File: config.mk
export PLATFORM = sky130hd
export DESIGN_NAME = pcm_phase_ctrl
export DESIGN_NICKNAME = d
export VERILOG_FILES = /design/src/pcm_pkg.sv /design/src/pcm_phase_ctrl.sv
export SDC_FILE = /design/constraint.sdc
export NUM_CORES = 1
export LEC_CHECK = 0
export ABC_AREA = 1
export BUFFER_PORTS_ARGS = -buffer_cell sky130_fd_sc_hd__clkbuf_2
export CORE_MARGIN = 4
export CORE_UTILIZATION = 40
export DETAILED_ROUTE_END_ITERATION = 10
export PLACE_DENSITY_LB_ADDON = 0.1
export SETUP_SLACK_MARGIN = 0.4
export SLEW_MARGIN = 0
export SYNTH_ARGS = -nofsm -noshare
export SYNTH_HDL_FRONTEND = slang
export SYNTH_SLANG_ARGS = --single-unit
File: constraint.sdc
create_clock -name clock_i -period 10.29 [get_ports clock_i]
set_input_delay 0.5145 -clock clock_i [delete_from_list [all_inputs] [get_ports clock_i]]
set_output_delay 0.5145 -clock clock_i [all_outputs]
set_load 0.02 [all_outputs]
File: src/pcm_pkg.sv
package pcm_pkg;
  // register byte offsets
  localparam logic [7:0] ADR_CTRL_TEN = 8'h00;
  localparam logic [7:0] ADR_PH_MON = 8'h01;
  localparam logic [7:0] ADR_STAT_TWO = 8'h02;
  localparam logic [7:0] ADR_STAT_THREE = 8'h03;
  localparam logic [7:0] ADR_SKEW = 8'h04;
  localparam logic [7:0] ADR_SYNTH_THREE = 8'h05;
  localparam logic [7:0] ADR_CTRL_ELEVEN = 8'h06;
  localparam logic [7:0] ADR_MAIN_CTRL_ONE = 8'h07;
  localparam logic [7:0] ADR_CTRL_FOUR = 8'h08;
  localparam logic [7:0] ADR_OFFSET0 = 8'h09;
  localparam logic [7:0] ADR_OFFSET1 = 8'h0A;
  localparam logic [7:0] ADR_OFFSET2 = 8'h0B;
  localparam logic [7:0] ADR_FREQ0 = 8'h0C;
  localparam logic [7:0] ADR_FREQ1 = 8'h0D;
  localparam logic [7:0] ADR_FREQ2 = 8'h0E;
  localparam logic [7:0] ADR_PHASE0 = 8'h0F;
  localparam logic [7:0] ADR_PHASE1 = 8'h10;
  // field positions
  localparam int BIT_BO_EN = 0;
  localparam int BIT_PM_EN = 7;
  localparam int BIT_MON_BO_EN = 6;
  localparam int BIT_RECALIBRATE_TRIGGER = 0;
  localparam int BIT_LOOP_SEL = 0;
  localparam int BIT_CMP_MODE = 0;
  localparam int BIT_FORCE_EN = 4;
  // reset values
  localparam logic [7:0] RST_PH_MON = 8'h00;
  localparam logic [7:0] RST_SKEW = 8'h00;
  localparam logic [3:0] RST_FORCE = 4'h0;
  // locking modes of a reference
  localparam logic [1:0] MODE_DIRECT = 2'h0;
  localparam logic [1:0] MODE_LOW_RATE = 2'h1;
  localparam logic [1:0] MODE_DIVIDE = 2'h2;
  // ranges: offset 200 ns in 6 ps steps, freq 80 ppm at 0.0003068 ppm
  localparam int OFFSET_SPAN_PS = 200000;
  localparam int OFFSET_STEP_PS = 6;
  localparam logic signed [23:0] OFFSET_MAX = 24'(OFFSET_SPAN_PS / OFFSET_STEP_PS);
  localparam logic signed [23:0] FREQ_MAX = 24'h03FA94;
  // residual per build-out event, in offset steps of 6 ps
  localparam int RESID_PS = 5000;
  localparam logic signed [23:0] RESID_MAX = 24'(RESID_PS / OFFSET_STEP_PS);
  // phase monitor limit: base plus field times step, in ns
  localparam logic [15:0] PM_BASE_NS = 16'h03E8;
  localparam logic [15:0] PM_STEP_NS = 16'h00A7;
  // averaging shift, corner near 10 Hz at 250 MHz
  localparam int PH_AVG_SHIFT = 22;
  // offset ramp step per clock
  localparam logic signed [23:0] RAMP_STEP = 24'h000001;
  // timing
  localparam int CLK_NS = 4;
  localparam int PBO_HOLD_NS = 1000;
  localparam int RECALIBRATE_TRIGGER_HOLD_NS = 100;
  localparam int DIV_RST_NS = 40;
  localparam int PBO_HOLD_CYC = (PBO_HOLD_NS + CLK_NS - 1) / CLK_NS;
  localparam int RECALIBRATE_TRIGGER_HOLD_CYC = (RECALIBRATE_TRIGGER_HOLD_NS + CLK_NS - 1) / CLK_NS;
  localparam int DIV_RST_CYC = (DIV_RST_NS + CLK_NS - 1) / CLK_NS;
  // recalibration sequence
  typedef enum logic [5:0] {
    RC_IDLE = 6'h01,
    RC_HOLD = 6'h02,
    RC_RAMP_DN = 6'h04,
    RC_DIV_RST = 6'h08,
    RC_RAMP_UP = 6'h10,
    RC_EXIT = 6'h20
  } pcm_recalibrate_trigger_t;
endpackage

File: src/pcm_phase_ctrl.sv
// Implementation choices: the strobed register port and the address map.
`timescale 1ns/1ps
`default_nettype none
// Contract
// - enable bit rise triggers one build-out event
// - phase read in degrees, offset in 6 ps steps
// - build-out residual bounded to five nanoseconds
// - fixed skew register added per build-out
// - offset shifts output phase, clamped span
// - offset applied gradually in feedback path
// - offset write immediately changes phase target
// - recalibrate bit starts realignment sequence
// - holdover, ramp down, divider reset, ramp up
// - offset written mid-recalibration becomes final target
// - frequency readback, loop select, integral value
// - frequency clamped to measurement range
// - phase readback averaged near 10 Hz corner
// - main phase is reference versus feedback
// - compare mode disables aux path, compares refs
// - force field picks aux reference
// - compare mode divides main copy when aux divided
// - direct aux lock leaves main copy undivided
// - main loop unaffected by compare mode
// - monitor sets alarm above programmed limit
module pcm_phase_ctrl
  import pcm_pkg::*;
(
  input wire logic clock_i, // 250 MHz master clock
  input wire logic rst_n_i, // async reset
  input wire logic [7:0] addr_i, // register address
  input wire logic [7:0] wdata_i, // write data
  input wire logic wr_i, // write strobe
  input wire logic rd_i, // read strobe
  output logic [7:0] rdata_o, // read data, next cycle
  input wire logic signed [15:0] main_phase_i, // main detector phase
  input wire logic signed [15:0] aux_phase_i, // aux detector phase
  input wire logic signed [23:0] main_freq_i, // main integral path
  input wire logic signed [23:0] aux_freq_i, // aux integral path
  input wire logic [15:0] pm_error_i, // monitor error, ns
  input wire logic main_state_chg_i, // main loop state change
  input wire logic signed [23:0] pbo_phase_i, // measured phase, 6 ps
  input wire logic [3:0] main_ref_sel_i, // main selected input
  input wire logic [3:0] aux_auto_sel_i, // aux automatic input
  input wire logic [1:0] main_ref_mode_i, // main lock mode
  input wire logic [1:0] aux_ref_mode_i, // aux lock mode
  output logic signed [23:0] fb_offset_o, // feedback offset
  output logic mini_holdover_o, // loop in mini holdover
  output logic divider_reset_o, // reset all dividers
  output logic [3:0] aux_ref_sel_o, // aux reference choice
  output logic [3:0] cmp_ref_sel_o, // reference copied to aux
  output logic aux_path_off_o, // aux path disabled
  output logic [1:0] copy_mode_o // copy divide mode
);

  // register state
  logic bo_en_q;
  logic bo_en_prev_q;
  logic [7:0] ph_mon_q;
  logic state_flag_q;
  logic alarm_flag_q;
  logic alarm_prev_q;
  logic signed [7:0] skew_q;
  logic loop_sel_q;
  logic cmp_mode_q;
  logic [4:0] force_q;
  logic signed [23:0] offset_q;
  logic [7:0] rdata_q;
  logic signed [37:0] ph_acc_q;
  logic signed [23:0] cur_off_q;
  logic signed [23:0] bo_acc_q;
  logic signed [23:0] fb_q;
  logic [15:0] pbo_cnt_q;
  logic pbo_busy_q;
  logic [15:0] rc_cnt_q;
  pcm_recalibrate_trigger_t rc_q;
  pcm_recalibrate_trigger_t rc_d;
  logic hold_q;
  logic div_rst_q;
  logic [3:0] aux_sel_q;
  logic [3:0] cmp_sel_q;
  logic aux_off_q;
  logic [1:0] copy_q;

  // address decode
  logic wr_ctrl;
  logic wr_pm;
  logic wr_st2;
  logic wr_st3;
  logic wr_skew;
  logic wr_synth;
  logic wr_sel;
  logic wr_cmp;
  logic wr_force;
  logic wr_off0;
  logic wr_off1;
  logic wr_off2;
  assign wr_ctrl = wr_i && addr_i == ADR_CTRL_TEN;
  assign wr_pm = wr_i && addr_i == ADR_PH_MON;
  assign wr_st2 = wr_i && addr_i == ADR_STAT_TWO;
  assign wr_st3 = wr_i && addr_i == ADR_STAT_THREE;
  assign wr_skew = wr_i && addr_i == ADR_SKEW;
  assign wr_synth = wr_i && addr_i == ADR_SYNTH_THREE;
  assign wr_sel = wr_i && addr_i == ADR_CTRL_ELEVEN;
  assign wr_cmp = wr_i && addr_i == ADR_MAIN_CTRL_ONE;
  assign wr_force = wr_i && addr_i == ADR_CTRL_FOUR;
  assign wr_off0 = wr_i && addr_i == ADR_OFFSET0;
  assign wr_off1 = wr_i && addr_i == ADR_OFFSET1;
  assign wr_off2 = wr_i && addr_i == ADR_OFFSET2;

  // control bits
  logic pm_en;
  logic mon_bo_en;
  logic all_bo_off;
  assign pm_en = ph_mon_q[BIT_PM_EN];
  assign mon_bo_en = ph_mon_q[BIT_MON_BO_EN];
  assign all_bo_off = !bo_en_q && !mon_bo_en;

  // phase monitor threshold compare
  logic [15:0] pm_limit;
  logic pm_over;
  assign pm_limit = PM_BASE_NS + PM_STEP_NS * {12'h000, ph_mon_q[3:0]};
  assign pm_over = pm_en && pm_error_i > pm_limit;

  // offset write assembly with span clamp
  // each byte takes effect alone, so the ramp may chase a half-written value
  logic signed [23:0] off_raw;
  logic signed [23:0] off_new;
  assign off_raw = wr_off0 ? {offset_q[23:8], wdata_i} :
                   wr_off1 ? {offset_q[23:16], wdata_i, offset_q[7:0]} :
                   {wdata_i, offset_q[15:0]};
  assign off_new = off_raw > OFFSET_MAX ? OFFSET_MAX :
                   off_raw < -OFFSET_MAX ? -OFFSET_MAX : off_raw;

  // build-out start: enable rise or automatic trigger
  // a further manual event needs the enable to fall and rise again
  logic bo_rise;
  logic auto_trig;
  logic pbo_start;
  logic pbo_done;
  assign bo_rise = bo_en_q && !bo_en_prev_q;
  assign auto_trig = mon_bo_en && pm_over && !alarm_prev_q;
  assign pbo_start = (bo_rise || auto_trig) && !pbo_busy_q;
  assign pbo_done = pbo_busy_q && pbo_cnt_q == 16'(PBO_HOLD_CYC - 1);

  // measured phase absorbed, residual bounded, fixed skew added
  logic signed [23:0] resid;
  logic signed [23:0] skew_ext;
  logic signed [23:0] bo_step;
  assign resid = pbo_phase_i > RESID_MAX ? RESID_MAX :
                 pbo_phase_i < -RESID_MAX ? -RESID_MAX : pbo_phase_i;
  assign skew_ext = {{16{skew_q[7]}}, skew_q};
  assign bo_step = pbo_phase_i - resid + skew_ext;

  // software control registers
  always_ff @(posedge clock_i or negedge rst_n_i) begin
    if (!rst_n_i) begin
      bo_en_q <= 1'b0;
      ph_mon_q <= RST_PH_MON;
      skew_q <= RST_SKEW;
      loop_sel_q <= 1'b0;
      cmp_mode_q <= 1'b0;
      force_q <= {1'b0, RST_FORCE};
    end else begin
      if (wr_ctrl) bo_en_q <= wdata_i[BIT_BO_EN];
      if (wr_pm) ph_mon_q <= wdata_i;
      if (wr_skew) skew_q <= wdata_i;
      if (wr_sel) loop_sel_q <= wdata_i[BIT_LOOP_SEL];
      if (wr_cmp) cmp_mode_q <= wdata_i[BIT_CMP_MODE];
      if (wr_force) force_q <= wdata_i[4:0];
    end
  end

  // offset target updates at once on a write
  always_ff @(posedge clock_i or negedge rst_n_i) begin
    if (!rst_n_i) begin
      offset_q <= 24'h000000;
    end else if (wr_off0 || wr_off1 || wr_off2) begin
      offset_q <= off_new;
    end
  end

  // sticky flags, write one to clear, set wins
  always_ff @(posedge clock_i or negedge rst_n_i) begin
    if (!rst_n_i) begin
      state_flag_q <= 1'b0;
      alarm_flag_q <= 1'b0;
      alarm_prev_q <= 1'b0;
    end else begin
      state_flag_q <= (state_flag_q && !(wr_st2 && wdata_i[0])) || main_state_chg_i;
      alarm_flag_q <= (alarm_flag_q && !(wr_st3 && wdata_i[0])) || pm_over;
      alarm_prev_q <= pm_over;
    end
  end

  // build-out event: holdover window then phase absorbed
  always_ff @(posedge clock_i or negedge rst_n_i) begin
    if (!rst_n_i) begin
      bo_en_prev_q <= 1'b0;
      pbo_busy_q <= 1'b0;
      pbo_cnt_q <= 16'h0000;
      bo_acc_q <= 24'h000000;
    end else begin
      bo_en_prev_q <= bo_en_q;
      if (pbo_start) begin
        pbo_busy_q <= 1'b1;
        pbo_cnt_q <= 16'h0000;
      end else if (pbo_done) begin
        pbo_busy_q <= 1'b0;
      end else if (pbo_busy_q) begin
        pbo_cnt_q <= pbo_cnt_q + 16'h0001;
      end
      if (all_bo_off) bo_acc_q <= 24'h000000;
      else if (pbo_done) bo_acc_q <= bo_acc_q - bo_step;
    end
  end

  // recalibration sequence, one-hot
  // a request while the sequence runs is dropped, not queued
  logic rc_start;
  logic rc_cnt_end;
  logic signed [23:0] ramp_tgt;
  logic at_tgt;
  assign rc_start = wr_synth && wdata_i[BIT_RECALIBRATE_TRIGGER];
  assign ramp_tgt = rc_q == RC_RAMP_DN || rc_q == RC_DIV_RST ? 24'h000000 :
                    offset_q;
  assign at_tgt = cur_off_q == ramp_tgt;

  always_comb begin
    rc_d = rc_q;
    case (rc_q)
      RC_IDLE: if (rc_start) rc_d = RC_HOLD;
      RC_HOLD: if (rc_cnt_end) rc_d = RC_RAMP_DN;
      RC_RAMP_DN: if (at_tgt) rc_d = RC_DIV_RST;
      RC_DIV_RST: if (rc_cnt_end) rc_d = RC_RAMP_UP;
      RC_RAMP_UP: if (at_tgt) rc_d = RC_EXIT;
      RC_EXIT: rc_d = RC_IDLE;
      default: rc_d = RC_IDLE;
    endcase
  end
  assign rc_cnt_end = rc_q == RC_HOLD ? rc_cnt_q == 16'(RECALIBRATE_TRIGGER_HOLD_CYC - 1) :
                      rc_cnt_q == 16'(DIV_RST_CYC - 1);

  // holdover while a sequence step or a build-out window is open
  logic hold_d;
  assign hold_d = (rc_d != RC_IDLE && rc_d != RC_EXIT) || pbo_start ||
                  (pbo_busy_q && !pbo_done);

  // sequence state and its timed outputs
  always_ff @(posedge clock_i or negedge rst_n_i) begin
    if (!rst_n_i) begin
      rc_q <= RC_IDLE;
      rc_cnt_q <= 16'h0000;
      hold_q <= 1'b0;
      div_rst_q <= 1'b0;
    end else begin
      rc_q <= rc_d;
      rc_cnt_q <= rc_d != rc_q ? 16'h0000 : rc_cnt_q + 16'h0001;
      hold_q <= hold_d;
      div_rst_q <= rc_d == RC_DIV_RST;
    end
  end

  // offset ramps toward its target at a fixed rate
  logic signed [24:0] gap;
  logic signed [23:0] cur_d;
  assign gap = 25'(ramp_tgt) - 25'(cur_off_q);
  assign cur_d = gap > 25'(RAMP_STEP) ? cur_off_q + RAMP_STEP :
                 gap < -25'(RAMP_STEP) ? cur_off_q - RAMP_STEP : ramp_tgt;

  always_ff @(posedge clock_i or negedge rst_n_i) begin
    if (!rst_n_i) begin
      cur_off_q <= 24'h000000;
      fb_q <= 24'h000000;
    end else begin
      cur_off_q <= cur_d;
      fb_q <= cur_off_q + bo_acc_q;
    end
  end

  // phase readback: selected loop, averaged
  logic signed [15:0] ph_sel;
  logic signed [37:0] ph_ext;
  logic signed [37:0] ph_leak;
  logic signed [37:0] ph_acc_d;
  logic signed [23:0] fr_sel;
  logic signed [23:0] fr_clip;
  assign ph_sel = loop_sel_q ? aux_phase_i : main_phase_i;
  // every term stays signed so the leak shifts in sign bits
  assign ph_ext = {{22{ph_sel[15]}}, ph_sel};
  assign ph_leak = ph_acc_q >>> PH_AVG_SHIFT;
  assign ph_acc_d = ph_acc_q + ph_ext - ph_leak;
  assign fr_sel = loop_sel_q ? aux_freq_i : main_freq_i;
  assign fr_clip = fr_sel > FREQ_MAX ? FREQ_MAX :
                   fr_sel < -FREQ_MAX ? -FREQ_MAX : fr_sel;

  always_ff @(posedge clock_i or negedge rst_n_i) begin
    if (!rst_n_i) ph_acc_q <= 38'h0;
    else ph_acc_q <= ph_acc_d;
  end

  logic signed [15:0] ph_avg;
  assign ph_avg = ph_acc_q[37:22];

  // compare mode routing for the aux detector
  // the copy of the main reference follows the aux divide choice
  logic aux_div;
  logic [1:0] copy_d;
  logic [3:0] aux_sel_d;
  assign aux_div = aux_ref_mode_i != MODE_DIRECT;
  assign copy_d = !aux_div ? MODE_DIRECT :
                  main_ref_mode_i == MODE_DIVIDE ? MODE_DIVIDE : MODE_LOW_RATE;
  assign aux_sel_d = force_q[BIT_FORCE_EN] ? force_q[3:0] : aux_auto_sel_i;

  always_ff @(posedge clock_i or negedge rst_n_i) begin
    if (!rst_n_i) begin
      aux_sel_q <= 4'h0;
      cmp_sel_q <= 4'h0;
      aux_off_q <= 1'b0;
      copy_q <= MODE_DIRECT;
    end else begin
      aux_sel_q <= aux_sel_d;
      cmp_sel_q <= main_ref_sel_i;
      aux_off_q <= cmp_mode_q;
      copy_q <= cmp_mode_q ? copy_d : MODE_DIRECT;
    end
  end

  // read mux; phase in degree steps, offset in 6 ps steps
  logic [7:0] rd_mux;
  logic rc_busy;
  assign rc_busy = rc_q != RC_IDLE;
  always_comb begin
    if (addr_i == ADR_CTRL_TEN) rd_mux = {7'h00, bo_en_q};
    else if (addr_i == ADR_PH_MON) rd_mux = ph_mon_q;
    else if (addr_i == ADR_STAT_TWO) rd_mux = {7'h00, state_flag_q};
    else if (addr_i == ADR_STAT_THREE) rd_mux = {7'h00, alarm_flag_q};
    else if (addr_i == ADR_SKEW) rd_mux = skew_q;
    else if (addr_i == ADR_SYNTH_THREE) rd_mux = {7'h00, rc_busy};
    else if (addr_i == ADR_CTRL_ELEVEN) rd_mux = {7'h00, loop_sel_q};
    else if (addr_i == ADR_MAIN_CTRL_ONE) rd_mux = {7'h00, cmp_mode_q};
    else if (addr_i == ADR_CTRL_FOUR) rd_mux = {3'h0, force_q};
    else if (addr_i == ADR_OFFSET0) rd_mux = offset_q[7:0];
    else if (addr_i == ADR_OFFSET1) rd_mux = offset_q[15:8];
    else if (addr_i == ADR_OFFSET2) rd_mux = offset_q[23:16];
    else if (addr_i == ADR_FREQ0) rd_mux = fr_clip[7:0];
    else if (addr_i == ADR_FREQ1) rd_mux = fr_clip[15:8];
    else if (addr_i == ADR_FREQ2) rd_mux = fr_clip[23:16];
    else if (addr_i == ADR_PHASE0) rd_mux = ph_avg[7:0];
    else if (addr_i == ADR_PHASE1) rd_mux = ph_avg[15:8];
    else rd_mux = 8'h00;
  end

  // read data stands only in the cycle after the strobe
  // zero outside the answer cycle keeps stale data off the bus
  always_ff @(posedge clock_i or negedge rst_n_i) begin
    if (!rst_n_i) rdata_q <= 8'h00;
    else rdata_q <= rd_i ? rd_mux : 8'h00;
  end

  // outputs
  assign rdata_o = rdata_q;
  assign fb_offset_o = fb_q;
  assign mini_holdover_o = hold_q;
  assign divider_reset_o = div_rst_q;
  assign aux_ref_sel_o = aux_sel_q;
  assign cmp_ref_sel_o = cmp_sel_q;
  assign aux_path_off_o = aux_off_q;
  assign copy_mode_o = copy_q;

endmodule
`default_nettype wire

Word level (Yosys, flattened, before mapping) --
Cells that the tools add are included.
Word-level totals: register bits after elaboration 222, latch bits 0, memory bits (writable) 0, ROM bits 0, input port bits 153, output and inout port bits 45, word-level logic and storage cells 178, memories kept 0
Cells by class: add/sub/neg operators 12, $mul 1, div/mod/pow operators 0, $lt $le $gt $ge 9, eq/ne operators 32, shift-type cells 0, muxes and demuxes 50, bitwise operators 0, reductions and logical operators 48
Operators by type and width (number):
- $mux W24 | 14
- $mux W8 | 18
- $mux W16 | 5
- $eq A8 B4 Y1 const B | 8
- $sub A24 B24 Y24 | 2
- $add A38 B16 Y38 | 1
- $sub A38 B16 Y38 | 1
- $add A16 B1 Y16 const B | 2
- $eq A8 B3 Y1 const B | 4
- $mux W6 | 5
- $pmux W6 S5 | 1
- $logic_and A1 B1 Y1 | 26
- $gt A25 B2 Y1 const B | 1
- $lt A25 B1 Y1 const B | 1
- $sub A24 B24 Y25 | 1
- $add A24 B2 Y24 const B | 1
- $add A24 B24 Y24 | 1
- $add A24 B8 Y24 | 1
- $eq A24 B24 Y1 | 1
- $gt A24 B11 Y1 const B | 1
- $gt A24 B17 Y1 const B | 1
- $gt A24 B19 Y1 const B | 1
- $lt A24 B11 Y1 const B | 1
- $lt A24 B17 Y1 const B | 1
- 29 further kinds | 53

Depth between registers and ports, before layout --
Gate-level depths: netlist (run 1).
word-level depth 20, depth in mapped cells 30, mapped depth without buffers 28

Least setup slack after synthesis (run 1) --
OpenSTA, ideal clock, no wires.
path kind register -> register, from register loop_sel_q, to register ph_acc_q[32], setup time 80 ps, arrival 5327 ps, required time 10210 ps, path slack 4883 ps, stages on the path, launching flop included 19, path buffers 2, clock period less this slack 5407 ps, cells stage by stage dfrtp_1 > clkbuf_1 > clkbuf_1 > o21ai_0 > fa_1 > inv_1 > ha_1 > a21oi_1 > o21ai_0 > nand2_1 > o211ai_1 > nor3_1 > o21ai_0 > nand2_1 > nand2_1 > nand2_1 > nand2_1 > a31oi_1 > xnor2_1
Between the ends: cells in the longest elaborated chain, start to end 3
RTL lines:
- start: declaration | RTL line pcm_phase_ctrl.sv:63 | logic loop_sel_q;
- start signal: assignment | RTL line pcm_phase_ctrl.sv:167 | if (wr_sel) loop_sel_q <= wdata_i[BIT_LOOP_SEL];
- $mux W16 | RTL line pcm_phase_ctrl.sv:287 | assign ph_sel = loop_sel_q ? aux_phase_i : main_phase_i;
- $add A38 B16 Y38 | RTL line pcm_phase_ctrl.sv:291 | assign ph_acc_d = ph_acc_q + ph_ext - ph_leak;
- $sub A38 B16 Y38 | RTL line pcm_phase_ctrl.sv:291
- via ph_acc_d[32] | RTL line pcm_phase_ctrl.sv:284 | logic signed [37:0] ph_acc_d;
- end signal: assignment | RTL line pcm_phase_ctrl.sv:298 | else ph_acc_q <= ph_acc_d;
- end: declaration | RTL line pcm_phase_ctrl.sv:68 | logic signed [37:0] ph_acc_q;
The timed path passes the listed nets, and every way through them passes these cells. A chain may end at the register's enable or synchronous reset.

Final worst setup path (run 1) --
from register rc_q[4], to register cur_off_q[2]
Between the ends: cells in the longest elaborated chain, start to end 7, elaborated cells between the ends (all ways) 9, classes of those cells 1 x add/sub; 2 x order compare; 2 x eq/ne; 3 x mux; 1 x reduce/logical
RTL lines:
- start: declaration | RTL line pcm_phase_ctrl.sv:75 | pcm_recalibrate_trigger_t rc_q;
- start signal: assignment | RTL line pcm_phase_ctrl.sv:256 | rc_q <= rc_d;
- $eq A6 B3 Y1 / $eq A6 B4 Y1 (equally long branches) | RTL line pcm_phase_ctrl.sv:224 | assign ramp_tgt = rc_q == RC_RAMP_DN || rc_q == RC_DIV_RST ? 24'h000000 :
- $logic_or A1 B1 Y1 * | RTL line pcm_phase_ctrl.sv:224
- $mux W24 * | RTL line pcm_phase_ctrl.sv:224
- $sub A24 B24 Y25 | RTL line pcm_phase_ctrl.sv:266 | assign gap = 25'(ramp_tgt) - 25'(cur_off_q);
- $lt A25 B1 Y1 | RTL line pcm_phase_ctrl.sv:268 | gap < -25'(RAMP_STEP) ? cur_off_q - RAMP_STEP : ramp_tgt;
- $mux W24 | RTL line pcm_phase_ctrl.sv:268
- $mux W24 * | RTL line pcm_phase_ctrl.sv:267 | assign cur_d = gap > 25'(RAMP_STEP) ? cur_off_q + RAMP_STEP :
- via cur_d[2] | RTL line pcm_phase_ctrl.sv:265 | logic signed [23:0] cur_d;
- end signal: assignment | RTL line pcm_phase_ctrl.sv:275 | cur_off_q <= cur_d;
- end: declaration | RTL line pcm_phase_ctrl.sv:69 | logic signed [23:0] cur_off_q;
Mark *: on every way through the listed nets, which the timed path passes. The rest lies on a longest branch.

==> results of run 1 <==
## path summary, 6_finish.rpt
kind                       depth (start not counted)  slack, ns               end              start
max                                               25       4.12      cur_off_q[2]            rc_q[4]
min                                                1       0.05  cmp_ref_sel_o[3]  main_ref_sel_i[3]
max reg2reg                                       25       4.12      cur_off_q[2]            rc_q[4]
min reg2reg                                        0       0.46    aux_path_off_o         cmp_mode_q
max in group asynchronous                          4       7.48      ph_acc_q[20]            rst_n_i
min in group asynchronous                          2       0.50      bo_acc_q[23]            rst_n_i
## Yosys cell counts (all sizes together) (5+ instances only)
cell	number
a211oi	8
a21o	15
a21oi	170
a221oi	7
a31oi	18
a32o	5
buf	12
clkbuf	44
dfrtp	221
fa	90
ha	153
inv	482
mux2i	16
nand2	562
nand3	140
nand3b	17
nand4	64
nor2	232
nor3	52
nor3b	12
nor4	32
o211ai	21
o21a	8
o21ai	237
o22ai	9
o31ai	12
or2	5
xnor2	38
xor2	109
## layout make-up
cell class              count  area, sq um
fillers                  5325        27790
multi-input cells        2067        13130
flip-flops and latches    222         5558
inverters                 483         1813
repair buffers            208         1081
well taps                 680        850.8
clock buffers              39        814.5
clock inverters            16        260.3
diodes                      1        2.502
## registers in the layout, indices dropped and copies added (netlist names), 2 cells and up
register and count:
offset_q 24, pbo_cnt_q 16, fb_offset_o 24, skew_q 8
copy_mode_o 2, ph_acc_q 38, force_q 5, aux_ref_sel_o 4
bo_acc_q 24, ph_mon_q 8, cur_off_q 24, rc_cnt_q 16
cmp_ref_sel_o 4, rdata_o 8, rc_q 6
## critical path, cell delays in order, from the launching register on
cell and delay (ns):
dfrtp_1 0.38, nor2_1 0.20, inv_1 0.10, nor4_1 0.27
inv_1 0.13, nand2_1 0.66, nor2_1 0.15, inv_1 0.10
ha_1 0.15, inv_1 0.06, fa_1 0.45, nand3_1 0.12
nand2_1 0.10, a21oi_1 0.38, inv_1 0.12, nand2_1 0.09
o211ai_2 0.15, xor2_2 0.15, buf_4 0.32, nand2_1 0.09
nor2_1 0.15, nand4_2 0.63, nand2_2 0.75, nand2_1 0.15
nand3_1 0.12, nand2_1 0.07
## metal layers
metal	share of wire	up-vias
li1	-	9679
met5	0.00011	-
met2	0.46	487
met3	0.048	77
met4	0.018	2
met1	0.47	9242
## report_power, final
part | total [mW] | internal [mW] | switching, mW
sequential | 1.38 | 1.15 | 0.224
clock | 1.13 | 0.708 | 0.423
combinational | 4.57 | 1.65 | 2.92
total | 7.08 | 3.51 | 3.57
## cells by family after synthesis
logic type | count (synthesis)
simple gates | 1121
buf+inv | 539
flops | 222
mux | 20
fa+ha+maj | 243
xor+xnor | 147
compound gates | 536
==> run summary, run 1 <==
Status - finished, final reports clean
Latest clock arrival within the worst-skew pair - 0.58 ns
Cell Pwr Density - 301.1 mW/mm^2
Placed wire-length estimate - 50.87 mm
Met1 usage - 0.3136
Ys async rst share - 1.000
Critical Path RT - 10.75 ns
# clock sinks - 222
Primary FF master, synth - dfrtp_1
Fin cells - 3716
Post-route setup slack - 4.122 ns
Vias/cell - 5.244
GRT overflow - 0
Maximum Capacitance Violations - 0
Adder-cell share of the synthesized area - 0.1793
Iter 0 DRT Violations - 1086
Post-synth cell types - 60
Clk_skew - 0.01352 ns
Vias in the first global route - 19170
Clock transition at the registers of the reported paths - 0.06 ns
Post-Syn Area - 0.02073 sq mm
GRT Total Usage - 0.2222
#FFs+latches synth - 222
Largest area contributor in the netlist - dfrtp_1
Share of layout cells above drive strength 1 - 0.09588
Worst path arrival time - 6.63 ns
VDD IR max - 0.2555 mV
RSZ-0062 raised after global routing - no
GRT Max-Usage Layer - met2
Class of the worst hold path - input pin to register
Final setup violation count - 0
Pwr Total - 7.080 mW
Net Count, Synth - 3224
Mux cell area share after synthesis - 0.009899
Largest net degree at the start of global routing - 93
Initial antenna violation count - 1
Clk root buf - clkbuf_16
Die area - 0.05553 sq mm
Relative slew slack - 0.2597
Post-DR wirelength/cell - 16.94 um
Placed instance count - 3659
Setup TNS - 0 ns
First-pass GRT wire length - 101.8 mm
Register area share after synthesis - 0.2681
Cts hold-fix bufs - 1
Largest family of logic cells by synthesized area - simple AND/OR/NAND/NOR gates
Minimum clock period - 6.168 ns
Worst Max-Slew Pin Slew - 1.108 ns
Drt pass-1 iters - 5
Htree depth - 1
Post-CTS sizing - 0
Crit end category - register
Worst Setup Start Kind - register
Die H - 235.6 um
Most frequent cells in the layout - 558 x nand2_1, 479 x inv_1, 231 x nor2_1, 231 x o21ai_0, 220 x dfrtp_1
Final Util - 0.4583
IO Pins - 198
Total Routed Length - 62.96 mm
Routed via count - 19490
EDFF count, synth - 0
CTS buffer count - 30
Kind of critical path - register to register
Max Root-Sink Buffers - 3
Max-slew violations - 0
XOR/XNOR share of the synthesized area - 0.06284
I/O Buffers - 197
Fin. Hold Viols - 0
Final Cycle Share - 0.5994
Die span in x - 235.6 um
Area grow syn2layout - 13.43%
Place WS - 4.164 ns
Grt met2 use - 0.3725
DRC violations left - 0
Synth warn - 0
Hold slack - 0.04571 ns
CTS tree - built
Top cells by area, synth - dfrtp_1 27%, nand2_1 10%, ha_1 9.2%
Gpl congestion - 0.8850
Commonest non-fill, non-tap cell in the layout - nand2_1
Routed Antenna Nets - 0
Fin nets - 3408
Postcts setup bufs - 0
Post-synthesis simple-gate area fraction - 0.2353
Avg Cell Area, Syn - 7.330 sq um
Initial Util - 0.4041
Share of the synthesized area in the top cell type - 0.2668
Max Fanout on Critical Path - 25
Static Leakage - 12.15 nW
Core ar. - 0.05130 sq mm
Compound-Gate Fraction of Synth Area - 0.1460
Placed Area - 0.02243 sq mm
FP Rows - 83
Design Area, Final - 0.02351 sq mm
Max Freq - 162.1 MHz
Met3 global-route usage - 0.02741
Cells after Synth - 2828
Power figures use the tool's default switching activity.
==> inputs of run 2 (changes only) <==
==> constraint.sdc (replaced) <==
create_clock -name clock_i -period 5.5 [get_ports clock_i]
set_input_delay 0.275 -clock clock_i [delete_from_list [all_inputs] [get_ports clock_i]]
set_output_delay 0.275 -clock clock_i [all_outputs]
set_load 0.02 [all_outputs]
==> run 2 against run 1 <==
  * Clock skew decreased by 0.00096 ns
  * Hold slack better by 0.014 ns
  * Critical path depth unchanged
  * First-iteration DRC count is 10% higher
  * Fmax up 32%
  * Power is 84% higher
  * Critical endpoint is now pbo_cnt_q[11]
  * Combinational power is 87% higher
  * Clock power increased by 68%
  * Sequential cell count unchanged
==> run summary, run 2 (same netlist as run 1, synthesis figures left out) <==
Vias/cell - 5.210 (-0.64%)
Core ar. - 0.05130 sq mm (unchanged)
Pwr Total - 13.01 mW (+84%)
Clock power share - 0.146 (-0.014)
Cell Pwr Density - 550.6 mW/mm^2 (+83%)
DRC violations left - 0 (unchanged)
Final Util - 0.4607 (+0.002390)
Routed via count - 19480 (-0.056%)
Biggest register - ph_acc_q
Drt pass-1 iters - 5 (unchanged)
Static Leakage - 12.20 nW (+0.43%)
Final setup violation count - 0 (unchanged)
FF+latch area - 0.005559 sq mm (about the same)
GRT overflow - 0 (unchanged)
Worst Setup Start Kind - register
Final Cycle Share - 0.8514 (+0.2520)
Kind of critical path - register to register
I/O Buffers - 197 (unchanged)
CTS tree - built
Max Root-Sink Buffers - 3 (unchanged)
Sw Share - 0.5073 (+0.003695)
Clk root buf - clkbuf_16
Clock transition at the registers of the reported paths - 0.06 ns (about the same)
Max Freq - 213.5 MHz (+32%)
Die span in x - 235.6 um (unchanged)
IO Pins - 198 (unchanged)
CTS buffer count - 29 (-3.3%)
Area grow syn2layout - 14.02%
Commonest non-fill, non-tap cell in the layout - nand2_1
VDD IR max - 0.5053 mV (+98%)
First-pass GRT wire length - 101.4 mm (-0.38%)
# clock sinks - 222 (unchanged)
Max FFs per register - 38 (unchanged)
FP Rows - 83 (unchanged)
Max-slew violations - 0 (unchanged)
Layout fillers - 5284 (-0.77%)
Share of layout cells above drive strength 1 - 0.09948 (+0.003595)
Total Routed Length - 61.92 mm (-1.7%)
Latest clock arrival within the worst-skew pair - 0.57 ns (about the same)
Die area - 0.05553 sq mm (unchanged)
GRT Total Usage - 0.2192 (-0.002981)
Critical Path RT - 5.95 ns (-4.80 ns)
Fin. Hold Viols - 0 (unchanged)
Status - finished, final reports clean
Vias in the first global route - 19360 (+1.0%)
Iter 0 DRT Violations - 1197 (+10%)
Gate power share - 0.656 (+0.010)
Htree depth - 1 (unchanged)
Die H - 235.6 um (unchanged)
Class of the worst hold path - input pin to register
Maximum Capacitance Violations - 0 (unchanged)
Hold slack - 0.05961 ns (+0.01390 ns)
Fin nets - 3429 (+0.62%)
Max Fanout on Critical Path - 9 (-64%)
Relative slew slack - 0.1682 (-0.09153)
Most frequent cells in the layout - 555 x nand2_1, 477 x inv_1, 231 x nor2_1
Initial Util - 0.4041 (unchanged)
Setup TNS - 0 ns (unchanged)
Internal power - 6.412 mW (+82%)
Initial antenna violation count - 2 (+1)
Post-DR wirelength/cell - 16.56 um (-2.2%)
Routed Antenna Nets - 0 (unchanged)
Sequential cell fraction of total power - 0.197 (+0.002)
Placed wire-length estimate - 50.18 mm (-1.4%)
Worst path arrival time - 5.14 ns (-1.49 ns)
Gpl congestion - 0.9161 (+3.5%)
Clk_skew - 0.01256 ns (-0.0009623 ns)
Switch Pwr - 6.602 mW (+85%)
Worst Max-Slew Pin Slew - 1.236 ns (+0.1279 ns)
Largest net degree at the start of global routing - 116 (+25%)
RSZ-0062 raised after global routing - no
Crit end category - register
Minimum clock period - 4.683 ns (-1.485 ns)
Area of the multi-input gates - 0.01317 sq mm (+0.25%)
-- run 2: cell count changes in the layout (fill, tap and decap cells not counted), moves of 3 or more --
cell,previous run,this run
dlygate4sd3_1,1,14
buf_4,10,18
clkbuf_1,6,11
bufinv_16,6,2
clkbuf_8,3,6
clkinv_4,3,0
nand2_1,558,555
o21ai_0,231,228
-- run 2: layout make-up --
cell class                      count  share of cell area
Sequential cell                   222              0.2352
Timing Repair Buffer              230             0.05463
Multi-Input combinational cell   2067              0.5570
Inverter                          483             0.07671
Clock inverter                      8            0.004288
Antenna cell                        2           0.0002118
Clock buffer                       46             0.03594
Tap cell                          680             0.03600
-- run 2: routing by layer --
metal / share of wire / track usage / vias to the layer above
li1: - / - / 9714
met1: 0.47 / 0.3063 / 9216
met2: 0.47 / 0.3664 / 469
met3: 0.044 / 0.02530 / 77
met4: 0.025 / 0.05125 / 0
met5: 0 / 0 / -
-- run 2: what timing repair did --
item | CTS | global route
endpoints found under the setup margin | 12 | 42
buffers inserted | 0 | 0
hold endpoints to repair | 118 | 0
hold buffers | 14 | 0
gates resized for setup | 3 | 11
-- run 2: path summary, 6_finish.rpt --
check	start	to	slack, ns	depth (start not counted)
setup reg to reg	ph_mon_q[3]	pbo_cnt_q[11]	0.82	25
hold reg to reg	cmp_mode_q	aux_path_off_o	0.46	0
max in group asynchronous	rst_n_i	ph_acc_q[21]	3.93	3
setup / recovery	ph_mon_q[3]	pbo_cnt_q[11]	0.82	25
min in group asynchronous	rst_n_i	bo_acc_q[23]	0.38	2
hold / removal	rd_i	rdata_o[7]	0.06	3
-- run 2: worst max-delay path, stage by stage (launching register included) --
cell	delay, ns
dfrtp_2	0.48
ha_1	0.35
fa_1	0.47
ha_1	0.29
ha_1	0.15
inv_1	0.05
fa_1	0.41
o21ai_2	0.20
nand2_1	0.07
nand2_1	0.05
a21oi_1	0.08
o21ai_1	0.15
xnor2_1	0.09
ha_1	0.31
nand4_1	0.08
nor2_1	0.13
nand2_1	0.07
nand3b_1	0.10
nand3_2	0.14
o32ai_2	0.24
buf_4	0.19
nand2_2	0.12
nand2_2	0.13
nand3_1	0.09
nand2_1	0.08
nor2_1	0.04
-- run 2: stage by stage --
stage	instance area (sq um)	instances	setup slack, ns
after detailed placement	22510	3668	0.2862
final	23640	3738	0.8172
after floorplan	20730	2828	0.8639
after global routing	23640	3738	0.4033
after CTS	23600	3736	0.4280
after global placement	22510	3668	0.3895
-- run 2: power groups by stage --
stage	clock [mW]	combinational, mW	sequential, mW
after floorplan	0	6.36	2.58
after global placement	0	8.38	2.59
after detailed placement	0	8.44	2.60
after CTS	1.97	8.52	2.57
after global routing	2.03	9.77	2.63
final	1.90	8.54	2.57
